$ cat src/core/mht_params.svh
/*
 * Constants for the serial configuration and hold timing block.
 * Assumes inclusion by its bare name from the package and the modules.
 */
`ifndef MHT_PARAMS_SVH
`define MHT_PARAMS_SVH

// Widths
`define MHT_SLOT_W      16
`define MHT_CFG_W       32
`define MHT_ID_W        32
`define MHT_CHAN_W      3
`define MHT_ADDR_W      5
`define MHT_SYNC_W      18

// Fields of the slot-select number
`define MHT_SLOT_LSB    0
`define MHT_SLOT_MSB    4
`define MHT_CHAS_LSB    5
`define MHT_CHAS_MSB    9

// Configuration bits
`define MHT_CFG_TH_EN   0
`define MHT_CFG_EDGE    1
`define MHT_CFG_SRC_CHS 2

// Bit positions in the synchroniser vector
`define MHT_IX_SCLK     0
`define MHT_IX_SDI      1
`define MHT_IX_DA       2
`define MHT_IX_SZSEL    3
`define MHT_IX_SCAN     4
`define MHT_IX_SCON     5
`define MHT_IX_HPIN     6
`define MHT_IX_CHOLD    7
`define MHT_IX_SLOT     8
`define MHT_IX_CHAS     13

// Reset, default and step values
`define MHT_ID_DEFAULT  32'h1234_5678
`define MHT_ZERO_SLOT   16'h0000
`define MHT_ZERO_CFG    32'h0000_0000
`define MHT_ZERO_ID     32'h0000_0000
`define MHT_ZERO_CHAN   3'h0
`define MHT_ONE_CHAN    3'h1
// Serial clock, slot-zero select and chassis line idle high
`define MHT_IDLE_SYNC   18'h0_0089

`endif

$ cat src/core/mht_pkg.sv
/*
 * Types for the serial configuration and hold timing block.
 * Assumes mht_params.svh is on the include path.
 */
`include "mht_params.svh"

package mht_pkg;

    typedef struct packed {
        logic [`MHT_SYNC_W-1:0] s1;
        logic [`MHT_SYNC_W-1:0] s2;
        logic [`MHT_SYNC_W-1:0] s3;
    } mht_sync_t;

    typedef struct packed {
        logic [`MHT_SLOT_W-1:0] slot_sr;
        logic                   ss_n;
        logic [`MHT_CFG_W-1:0]  cfg;
        logic [`MHT_ID_W-1:0]   id_sr;
        logic                   ser_out;
        logic [`MHT_CHAN_W-1:0] chan;
        logic                   mux_en;
        logic                   hold;
        logic                   th_val;
        logic                   th_oe;
        logic                   pin_o;
        logic                   pin_oe;
        logic                   chs_o;
        logic                   chs_oe;
    } mht_state_t;

endpackage

$ cat src/core/mht_sync.sv
/*
 * Two-flop synchroniser bank with a third stage for edge detection.
 * Assumes asynchronous inputs and an active-low reset already synchronised.
 */
`include "mht_params.svh"

module mht_sync
    import mht_pkg::*;
(
    // Clock and reset
    input  wire logic                   clk_i,
    input  wire logic                   rst_n_i,
    // Raw and synchronised levels
    input  wire logic [`MHT_SYNC_W-1:0] async_i,
    output logic      [`MHT_SYNC_W-1:0] level_o,
    output logic      [`MHT_SYNC_W-1:0] prev_o
);

    mht_sync_t st_r;
    mht_sync_t st_nxt;

    // First stage feeds only the second stage
    always_comb begin
        st_nxt    = st_r;
        st_nxt.s1 = async_i;
        st_nxt.s2 = st_r.s1;
        st_nxt.s3 = st_r.s2;
    end

    always_ff @(posedge clk_i or negedge rst_n_i) begin
        if (!rst_n_i) begin
            // Idle levels keep a false edge from following reset
            st_r <= '{`MHT_IDLE_SYNC, `MHT_IDLE_SYNC, `MHT_IDLE_SYNC};
        end else begin
            st_r <= st_nxt;
        end
    end

    assign level_o = st_r.s2;
    assign prev_o  = st_r.s3;

endmodule

$ cat src/core/mht_core.sv
/*
 * Serial configuration, identification readout, scan multiplexer counter
 * and hold trigger routing of an eight-channel track-and-hold module.
 * Assumes all pin inputs are asynchronous to REF_CLK_I and that the serial
 * clock runs well below a quarter of REF_CLK_I; the wire levels of two-way
 * pins are resolved outside from the enables.
 */
// Function
// - Data/address flag low data, high address
// - Slot-zero select low routes bits to slot register
// - Capture serial input on serial clock rise
// - Slot-zero select low deselects this module
// - Select only on matching slot and chassis
// - Shift 32 identification bits then zeros
// - Deselect reloads identification shift contents
// - Scan pulse rise advances multiplexer channel
// - Track/hold driver off until configuration enables
// - Level mode pin source: follow, invert chassis
// - Level mode chassis source: both inverse
// - Edge mode: pin rise enters hold
// - Edge mode: chassis line fall enters hold
// - Edge mode: scan control change returns hold to track
// - Track/hold output low track, high hold
// - Serial clock idles high, second edge latch
// - Reset restores power-up state
// - Scan control enables output and reloads counter
`include "mht_params.svh"

module mht_core
    import mht_pkg::*;
#(
    parameter logic [`MHT_ID_W-1:0] MODULE_ID = `MHT_ID_DEFAULT // arbitrary
)(
    // Clock and reset
    input  wire logic                   REF_CLK_I,
    input  wire logic                   RST_N_I,
    // Serial link
    input  wire logic                   SERIAL_CLOCK_LINE_I,
    input  wire logic                   SERIAL_IN_LINE_I,
    input  wire logic                   HOST_DATA_ADDR_FLAG_I,
    input  wire logic                   SLOT_ZERO_SELECT_N_I,
    output logic                        SERIAL_OUT_LINE_O,
    output logic                        SLOT_SELECT_N_O,
    // Slot straps
    input  wire logic [`MHT_ADDR_W-1:0] SLOT_NUMBER_I,
    input  wire logic [`MHT_ADDR_W-1:0] CHASSIS_ADDR_I,
    // Configuration
    output logic      [`MHT_CFG_W-1:0]  CONFIG_O,
    // Scanning
    input  wire logic                   SCAN_ADVANCE_PULSE_I,
    input  wire logic                   SCAN_CONTROL_IN_I,
    output logic      [`MHT_CHAN_W-1:0] MUX_CHANNEL_O,
    output logic                        MUX_ENABLE_O,
    // Hold trigger pin, two-way
    input  wire logic                   HOLD_TRIGGER_PIN_I,
    output logic                        HOLD_TRIGGER_PIN_O,
    output logic                        HOLD_TRIGGER_PIN_OE_O,
    // Chassis hold line, open collector
    input  wire logic                   CHASSIS_HOLD_LINE_I,
    output logic                        CHASSIS_HOLD_LINE_O,
    output logic                        CHASSIS_HOLD_LINE_OE_O,
    // Track/hold output
    output logic                        TRACK_HOLD_O,
    output logic                        TRACK_HOLD_OE_O
);

    logic                   rst_meta_r;
    logic                   rst_n_r;
    logic [`MHT_SYNC_W-1:0] lvl;
    logic [`MHT_SYNC_W-1:0] prv;
    logic                   sclk_rise;
    logic                   sz_rise;
    logic                   sz_low;
    logic                   scan_rise;
    logic                   scon_chg;
    logic                   pin_rise;
    logic                   chs_fall;
    logic                   pin_lvl;
    logic                   chs_lvl;
    logic                   scon_lvl;
    mht_state_t             st_r;
    mht_state_t             st_nxt;

    // Reset release through two flops
    always_ff @(posedge REF_CLK_I or negedge RST_N_I) begin
        if (!RST_N_I) begin
            rst_meta_r <= 1'b0;
            rst_n_r    <= 1'b0;
        end else begin
            rst_meta_r <= 1'b1;
            rst_n_r    <= rst_meta_r;
        end
    end

    mht_sync u_sync (
        .clk_i   (REF_CLK_I),
        .rst_n_i (rst_n_r),
        .async_i ({CHASSIS_ADDR_I, SLOT_NUMBER_I, CHASSIS_HOLD_LINE_I,
                   HOLD_TRIGGER_PIN_I, SCAN_CONTROL_IN_I,
                   SCAN_ADVANCE_PULSE_I, SLOT_ZERO_SELECT_N_I,
                   HOST_DATA_ADDR_FLAG_I, SERIAL_IN_LINE_I,
                   SERIAL_CLOCK_LINE_I}),
        .level_o (lvl),
        .prev_o  (prv)
    );

    function automatic logic rise(input logic now, input logic was);
        rise = now & ~was;
    endfunction

    // Data is latched on the second edge of an idle-high clock
    assign sclk_rise = rise(lvl[`MHT_IX_SCLK], prv[`MHT_IX_SCLK]);
    assign sz_rise   = rise(lvl[`MHT_IX_SZSEL], prv[`MHT_IX_SZSEL]);
    assign sz_low    = ~lvl[`MHT_IX_SZSEL];
    assign scan_rise = rise(lvl[`MHT_IX_SCAN], prv[`MHT_IX_SCAN]);
    assign scon_chg  = lvl[`MHT_IX_SCON] ^ prv[`MHT_IX_SCON];
    assign pin_rise  = rise(lvl[`MHT_IX_HPIN], prv[`MHT_IX_HPIN]);
    assign chs_fall  = rise(prv[`MHT_IX_CHOLD], lvl[`MHT_IX_CHOLD]);
    assign pin_lvl   = lvl[`MHT_IX_HPIN];
    assign chs_lvl   = lvl[`MHT_IX_CHOLD];
    assign scon_lvl  = lvl[`MHT_IX_SCON];

    always_comb begin
        st_nxt = st_r;

        // Slot-number entry and module selection
        if (sz_low) begin
            st_nxt.ss_n    = 1'b1;
            st_nxt.id_sr   = MODULE_ID;
            st_nxt.ser_out = 1'b0;
            if (sclk_rise) begin
                st_nxt.slot_sr = {st_r.slot_sr[`MHT_SLOT_W-2:0],
                                  lvl[`MHT_IX_SDI]};
            end
        end else if (sz_rise) begin
            if (st_r.slot_sr[`MHT_SLOT_MSB:`MHT_SLOT_LSB]
                    == lvl[`MHT_IX_SLOT +: `MHT_ADDR_W]
                && st_r.slot_sr[`MHT_CHAS_MSB:`MHT_CHAS_LSB]
                    == lvl[`MHT_IX_CHAS +: `MHT_ADDR_W]) begin
                st_nxt.ss_n = 1'b0;
            end
        end else if (st_r.ss_n) begin
            st_nxt.id_sr   = MODULE_ID;
            st_nxt.ser_out = 1'b0;
        end else if (sclk_rise) begin
            if (!lvl[`MHT_IX_DA]) begin
                st_nxt.cfg = {st_r.cfg[`MHT_CFG_W-2:0],
                              lvl[`MHT_IX_SDI]};
            end else begin
                // Zeros follow the identification word
                st_nxt.ser_out = st_r.id_sr[`MHT_ID_W-1];
                st_nxt.id_sr   = {st_r.id_sr[`MHT_ID_W-2:0], 1'b0};
            end
        end

        // Counter reload and output enable from scan control
        if (!scon_lvl) begin
            st_nxt.chan   = `MHT_ZERO_CHAN;
            st_nxt.mux_en = 1'b0;
        end else begin
            st_nxt.mux_en = 1'b1;
            if (scan_rise) begin
                st_nxt.chan = st_r.chan + `MHT_ONE_CHAN;
            end
        end

        // Hold trigger routing
        st_nxt.chs_o = 1'b0;
        if (!st_r.cfg[`MHT_CFG_EDGE]) begin
            if (!st_r.cfg[`MHT_CFG_SRC_CHS]) begin
                st_nxt.hold   = pin_lvl;
                st_nxt.chs_oe = pin_lvl;
                st_nxt.pin_oe = 1'b0;
            end else begin
                st_nxt.hold   = ~chs_lvl;
                st_nxt.pin_o  = ~chs_lvl;
                st_nxt.pin_oe = 1'b1;
                st_nxt.chs_oe = 1'b0;
            end
        end else begin
            // A trigger in the cycle of a release wins, so it is not lost
            if (!st_r.cfg[`MHT_CFG_SRC_CHS] && pin_rise) begin
                st_nxt.hold = 1'b1;
            end else if (st_r.cfg[`MHT_CFG_SRC_CHS] && chs_fall) begin
                st_nxt.hold = 1'b1;
            end else if (scon_chg) begin
                st_nxt.hold = 1'b0;
            end
            // Pass the hold state on to the other trigger path
            st_nxt.chs_oe = ~st_r.cfg[`MHT_CFG_SRC_CHS] & st_r.hold;
            st_nxt.pin_oe = st_r.cfg[`MHT_CFG_SRC_CHS];
            st_nxt.pin_o  = st_r.hold;
        end

        // Track is low, hold is high, driver off until enabled
        st_nxt.th_oe  = st_r.cfg[`MHT_CFG_TH_EN];
        st_nxt.th_val = st_r.cfg[`MHT_CFG_TH_EN] & st_r.hold;
    end

    always_ff @(posedge REF_CLK_I or negedge rst_n_r) begin
        if (!rst_n_r) begin
            st_r         <= '0;
            st_r.ss_n    <= 1'b1;
            st_r.slot_sr <= `MHT_ZERO_SLOT;
            st_r.cfg     <= `MHT_ZERO_CFG;
            st_r.id_sr   <= `MHT_ZERO_ID;
        end else begin
            st_r <= st_nxt;
        end
    end

    assign SERIAL_OUT_LINE_O      = st_r.ser_out;
    assign SLOT_SELECT_N_O        = st_r.ss_n;
    assign CONFIG_O               = st_r.cfg;
    assign MUX_CHANNEL_O          = st_r.chan;
    assign MUX_ENABLE_O           = st_r.mux_en;
    assign HOLD_TRIGGER_PIN_O     = st_r.pin_o;
    assign HOLD_TRIGGER_PIN_OE_O  = st_r.pin_oe;
    assign CHASSIS_HOLD_LINE_O    = st_r.chs_o;
    assign CHASSIS_HOLD_LINE_OE_O = st_r.chs_oe;
    assign TRACK_HOLD_O           = st_r.th_val;
    assign TRACK_HOLD_OE_O        = st_r.th_oe;

endmodule

$ cat config.mk
export PLATFORM = sky130hd
export DESIGN_NAME = mht_core
export DESIGN_NICKNAME = d
export VERILOG_FILES = /design/src/core/mht_pkg.sv /design/src/core/mht_sync.sv /design/src/core/mht_core.sv
export VERILOG_INCLUDE_DIRS = /design/src /design/src/core
export SDC_FILE = /design/constraint.sdc
export NUM_CORES = 1
export LEC_CHECK = 0
export BUFFER_PORTS_ARGS = -buffer_cell sky130_fd_sc_hd__buf_4
export CAP_MARGIN = 0
export CORE_MARGIN = 8
export CORE_UTILIZATION = 50
export CTS_BUF_LIST = sky130_fd_sc_hd__clkbuf_16
export CTS_CLUSTER_DIAMETER = 150
export DETAILED_ROUTE_END_ITERATION = 6
export HOLD_SLACK_MARGIN = 0.05
export PLACE_DENSITY = 0.73
export SYNTH_ARGS = -nofsm -noshare
export SYNTH_HDL_FRONTEND = slang
export SYNTH_SLANG_ARGS = --single-unit
export TNS_END_PERCENT = 10
$ cat constraint.sdc
create_clock -name REF_CLK_I -period 5.2 [get_ports REF_CLK_I]
set_input_delay 0.52 -clock REF_CLK_I [delete_from_list [all_inputs] [get_ports REF_CLK_I]]
set_output_delay 0.52 -clock REF_CLK_I [all_outputs]
set_load 0.01 [all_outputs]
Word level (Yosys, flattened, before mapping) --
Cells that the tools add are included.
Storage, ports and cells: bits of input ports 20, output and inout bits 44, register bits 132
Cells by class: mux-type cells 20, reduce and logical (&&, ||, !) cells 9, equal/unequal tests 9, add/sub/neg operators 1, bitwise logic cells 18
Operators by type and width (count):
- 2-to-1 mux 33 bit | 5
- 2-to-1 mux 1 bit | 12
- equality test 5 bit | 2
- NOT 1 bit | 10
- != test 2 bit, second input constant | 4
- bitwise AND 1 bit | 7
- != test 3 bit, second input constant | 2
- AND reduction 5 bit | 1
- 2-to-1 mux 4 bit | 1
- != test 4 x 2 -> 1 bit, second input constant | 1
- AND reduction 2 bit | 2
- adder 3 x 1 -> 3 bit, second input constant | 1
- logical AND 1 bit | 3
- 2-to-1 mux 3 bit | 1
- AND reduction 3 bit | 1
- 2-to-1 mux 2 bit | 1
- nonzero test 2 bit | 1
- zero test 1 bit | 1
- XOR 1 bit | 1

Depth between registers and ports, before layout --
depth in word-level cells 6, depth in mapped cells 6, mapped depth without buffers 4

Modules after synthesis --
A second synthesis with hierarchy kept.
Unflattened totals: cells, all modules 371, area total of the unflattened synthesis 5292.6 sq um
Modules (own cells, without submodules):
- mht_core | instances 1, area each 3794.9 sq um, cells each 299, sequential area each 2128.3 sq um
- mht_sync | instances 1, area each 1497.7 sq um, cells each 72, sequential area each 1362.6 sq um

Least setup slack after synthesis --
OpenSTA, ideal clock, no wires.
path type reg-to-reg, from register st_r, in the netlist SLOT_SELECT_N_O, to register st_r[28] in the netlist's numbering, arrival time 1.426 ns, path slack 3.653 ns, cell stages (with the launch flop) 6, data required time 5.079 ns, setup time 0.121 ns, path through dfstp_2 -> and2b_2 -> and4_1 -> buf_2 -> buf_6 -> a22o_1
On the way: word-level cells in the longest chain between the ends 3, elaborated cells on any way between the ends 6, classes of those cells 2 x eq/ne; 3 x mux; 1 x reduce/logical
RTL lines:
- from (decl) | line mht_core.sv:81 | mht_state_t st_r;
- from (signal assigned) | line mht_core.sv:208 | st_r <= st_nxt;
- 2-to-1 mux 33 bit | line mht_core.sv:142 | end else if (st_r.ss_n) begin
- 2-to-1 mux 33 bit | line mht_core.sv:135 | end else if (sz_rise) begin
- 2-to-1 mux 33 bit | line mht_core.sv:127 | if (sz_low) begin
Parallel ways exist; a longest one is shown, timed or not. The select of a mux whose other input is x is not followed. A chain may end at the register's enable or synchronous reset.

Worst setup path after layout --
from register u_sync.st_r, in the netlist u_sync.level_o[3], to register st_r, in the netlist CONFIG_O[24]
On the way: word-level cells in the longest chain between the ends 3
RTL lines:
- from (decl) | line mht_sync.sv:19 | mht_sync_t st_r;
- from (signal assigned) | line mht_sync.sv:33 | st_r <= '{`MHT_IDLE_SYNC, `MHT_IDLE_SYNC, `MHT_IDLE_SYNC};
- from (signal assigned) | line mht_sync.sv:35 | st_r <= st_nxt;
- bitwise AND 1 bit | line mht_core.sv:108 | rise = now & ~was;
- NOT 1 bit (no source line)
- AND reduction 5 bit (no source line) *
Mark *: on every way between the ends. The rest lies on a longest branch, timed or not.

==> results.tsv <==
stage	metric	value	unit
yosys	synth_top_area_share	0.613	
yosys	ys_warn_count	0	
placement	portBuffers	62	
sta	tns	0	ns
yosys	synthXorXnorAreaFrac	0.0241	
route	route.antenna.remaining_nets	0	
global_routing	grt_pass1_vias	2556	
cts	htree_levels	4	
sta	finalCriticalPeriod	2.08	ns
yosys	synth_cell_types	36	
route	detail_route.iter0.violations	90	
floorplanning	io_pins	64	
worst_setup_path	reg2reg_to	CONFIG_O[24]	
yosys	syn_inst	293	
sta	tightestPinTransition	1.04	ns
yosys	synth_edf_count	0	
cts	clockRootBuffer	clkbuf_16	
cts	worstSkewPairLatency	0.41	ns
global_routing	grt_util_all_layers	0.132	
yosys	yosys.cell_count.top_type	dfrtp_1	
yosys	synth.area.mux_share	0.128	
route	drt-pass1-iter-count	4	
route	wirelength	7710	microns
run	maxCapViolations	0	
worst_setup_path	path_class	flip-flop to flip-flop	
yosys	synth_top_area_cell	dfrtp_1	
yosys	synth_top_family_by_area	multiplexers	
power	seq_power_share	0.461	
cts	cts_sinks	126	
worst_setup_path	rr_worst_depth	3	
sta	skew	0.0112	ns
power	clockPowerShare	0.498	
sta	max_freq	482	MHz
final_layout	post_route_cells_drive_above_1_share	0.433	
cts	cts_buffer_depth	2	
outcome	status	completed	
global_routing	grt_antenna_before_repair	0	
sta	setup_violations	0	
placement	gp_congestion	0.685	
sta	finalHoldViolations	0	
route	drc	0	
floorplanning	die_w	113	microns
power	internal_power	1.84	mW
cts	cts_tree	built	
power	power_leakage	2.72	nW
yosys	synthesis.nets	314	
worst_setup_path	critical_path.max_fanout	32	
final_layout	fill_cells	674	
sta	slew_headroom	0.304	
power	p_total	2.34	mW
sta	fin_crit_sh	0.399	
power	combPwrFrac	0.042	
worst_setup_path	cp.required	5.49	ns
final_layout	antenna_cells	0	
global_routing	grt.overflow.total	0	
yosys	synth_flop_cell	dfrtp_1	
yosys	async_flop_share	1.00	
floorplanning	rows	35	
floorplanning	core-area	9200	sq um
worst_setup_path	critPathLaunchType	flip-flop	
worst_setup_path	cp.arrival	2.36	ns
global_routing	grt_pass1_wl	13000	microns
hold_path	holdPathEnd	u_sync.st_nxt[22]	
yosys	yosys.area_share.adder	0.00264	
sta	holdWs	0.214	ns
hold_path	hold_depth	1	
yosys	synth-seq-area-share	0.669	
yosys	synth_area_per_cell	16.2	sq um
power	p_switching	0.504	mW
yosys	ys_ff_latch	126	
final_layout	syn2layout_area_growth	18.2	%
cts	cts_made_buffers	17	
sta	final_max_slew_viol_count	0	
floorplanning	initial_core_util	0.515	
final_layout	final_nets	350	
cts	clkTransAtPathRegs	0.06	ns
yosys	synth_commonest_cells	116 x dfrtp_1, 36 x buf_4, 30 x mux2_4, 17 x a22o_1	
power	powerDensity	419	nW/um^2
power	swShare	0.215	
yosys	yosys-top-cells-area	dfrtp_1 61%, mux2_4 9.5%, buf_4 5.7%	
cts	cts_resized	0	
route	num_vias	2310	
final_layout	final_cell_count_no_fill	453	
yosys	synth_area	4730	sq um
sta	rsz0062_at_grt	false	
route	wl_per_cell	17.0	microns
placement	dp_hpwl	4840	microns
route	drt-vias-per-instance	5.10	
yosys	synth_compound_area_frac	0.0645	
placement	placed_cells	420	
hold_path	hold_path_class	primary input to flip-flop	
worst_setup_path	r2r_start	u_sync.level_o[3]	
floorplanning	fp.dieArea	12800	sq um
yosys	synth-simple-area-share	0.0331	
power	ir_worst_vdd	261	uV
worst_setup_path	critPathCaptureType	flip-flop	
floorplanning	die_h	113	microns
global_routing	grt_max_degree	87	
worst_setup_path	reg2reg_slack	3.12	ns
hold_path	hold_start	SCAN_ADVANCE_PULSE_I	
-- kinds of logic after synthesis --
family                     Yosys count
DFF                                126
buffers and inverters               48
muxes                               44
AOI/OAI and AO/OA                   37
and+or+nand+nor                     22
xor gates and xnor gates            13
other                                2
adders and majority gates            1
-- worst max-delay path, stage by stage (launching register included) --
cell	delay (ns)
dfstp_2	0.56
and2b_2	0.21
nand4b_4	0.62
mux2_4	0.54
-- power by group through the flow --
stage	Combinational (mW)	Clock (mW)	Sequential [mW]
after global placement	0.0927	0	1.09
final	0.0979	1.17	1.08
after detailed placement	0.0968	0	1.10
after global routing	0.108	1.23	1.09
after floorplan	0.0682	0	1.09
after CTS	0.100	1.19	1.08
-- through the flow --
| step | util | worst slack (ns) | cell area, sq um |
|---|---|---|---|
| global placement | 0.542 | 3.15 | 4990 |
| floorplan | - | 1.45 | 4730 |
| CTS | 0.608 | 3.10 | 5590 |
| detailed placement | 0.542 | 3.12 | 4990 |
| global route | 0.608 | 3.01 | 5590 |
| finish | 0.608 | 3.12 | 5590 |
-- metal layers --
layer  share of wire  GRT usage
met5               0          0
met4           0.017     0.0613
met3           0.041     0.0527
met2            0.49      0.198
met1            0.45      0.163
-- final cells by class --
cell class              count  area, sq um  share of cell area
clock buffers              17          425              0.0760
clock inverters            15          173              0.0309
inverters                   1         3.75            0.000671
flip-flops and latches    126         3170               0.567
well taps                 111          139              0.0248
multi-input cells         119         1200               0.215
repair buffers             64          483              0.0863
-- state kept, by name, indices dropped and copies added (netlist names), 3 cells and up --
| register | count |
|---|---|
| u_sync.prev_o | 6 |
| MUX_CHANNEL_O | 3 |
| u_sync.st_nxt | 18 |
| CONFIG_O | 32 |
| u_sync.level_o | 18 |
| st_r | 40 |
-- cells in the final DEF (no fill, tap or decap), types with 9 or more instances in the layout --
master,synthesis,layout
dfstp_2,10,10
buf_4,36,63
xnor2_1,9,9
o22a_1,12,12
mux2_2,12,12
mux2_4,30,30
dfrtp_1,116,115
clkbuf_16,0,17
a22o_1,17,17
-- worst max path at each step --
stage	cells after the start	end	start	slack, ns
after floorplan	0	CHASSIS_HOLD_LINE_OE_O	rst_n_r	1.45
after global placement	3	CONFIG_O[13]	u_sync.level_o[3]	3.15
after detailed placement	3	CONFIG_O[9]	u_sync.level_o[3]	3.12
after CTS	3	CONFIG_O[27]	u_sync.level_o[3]	3.10
after global routing	3	CONFIG_O[16]	u_sync.level_o[0]	3.01
final	3	CONFIG_O[24]	u_sync.level_o[3]	3.12
-- timing repair --
action / 4_1_cts / 5_1_grt
hold endpoints to repair: 2 / 0
buffers inserted: 0 / 0
hold buffers: 1 / 0
No activity file was read; power rests on OpenSTA's default activity.
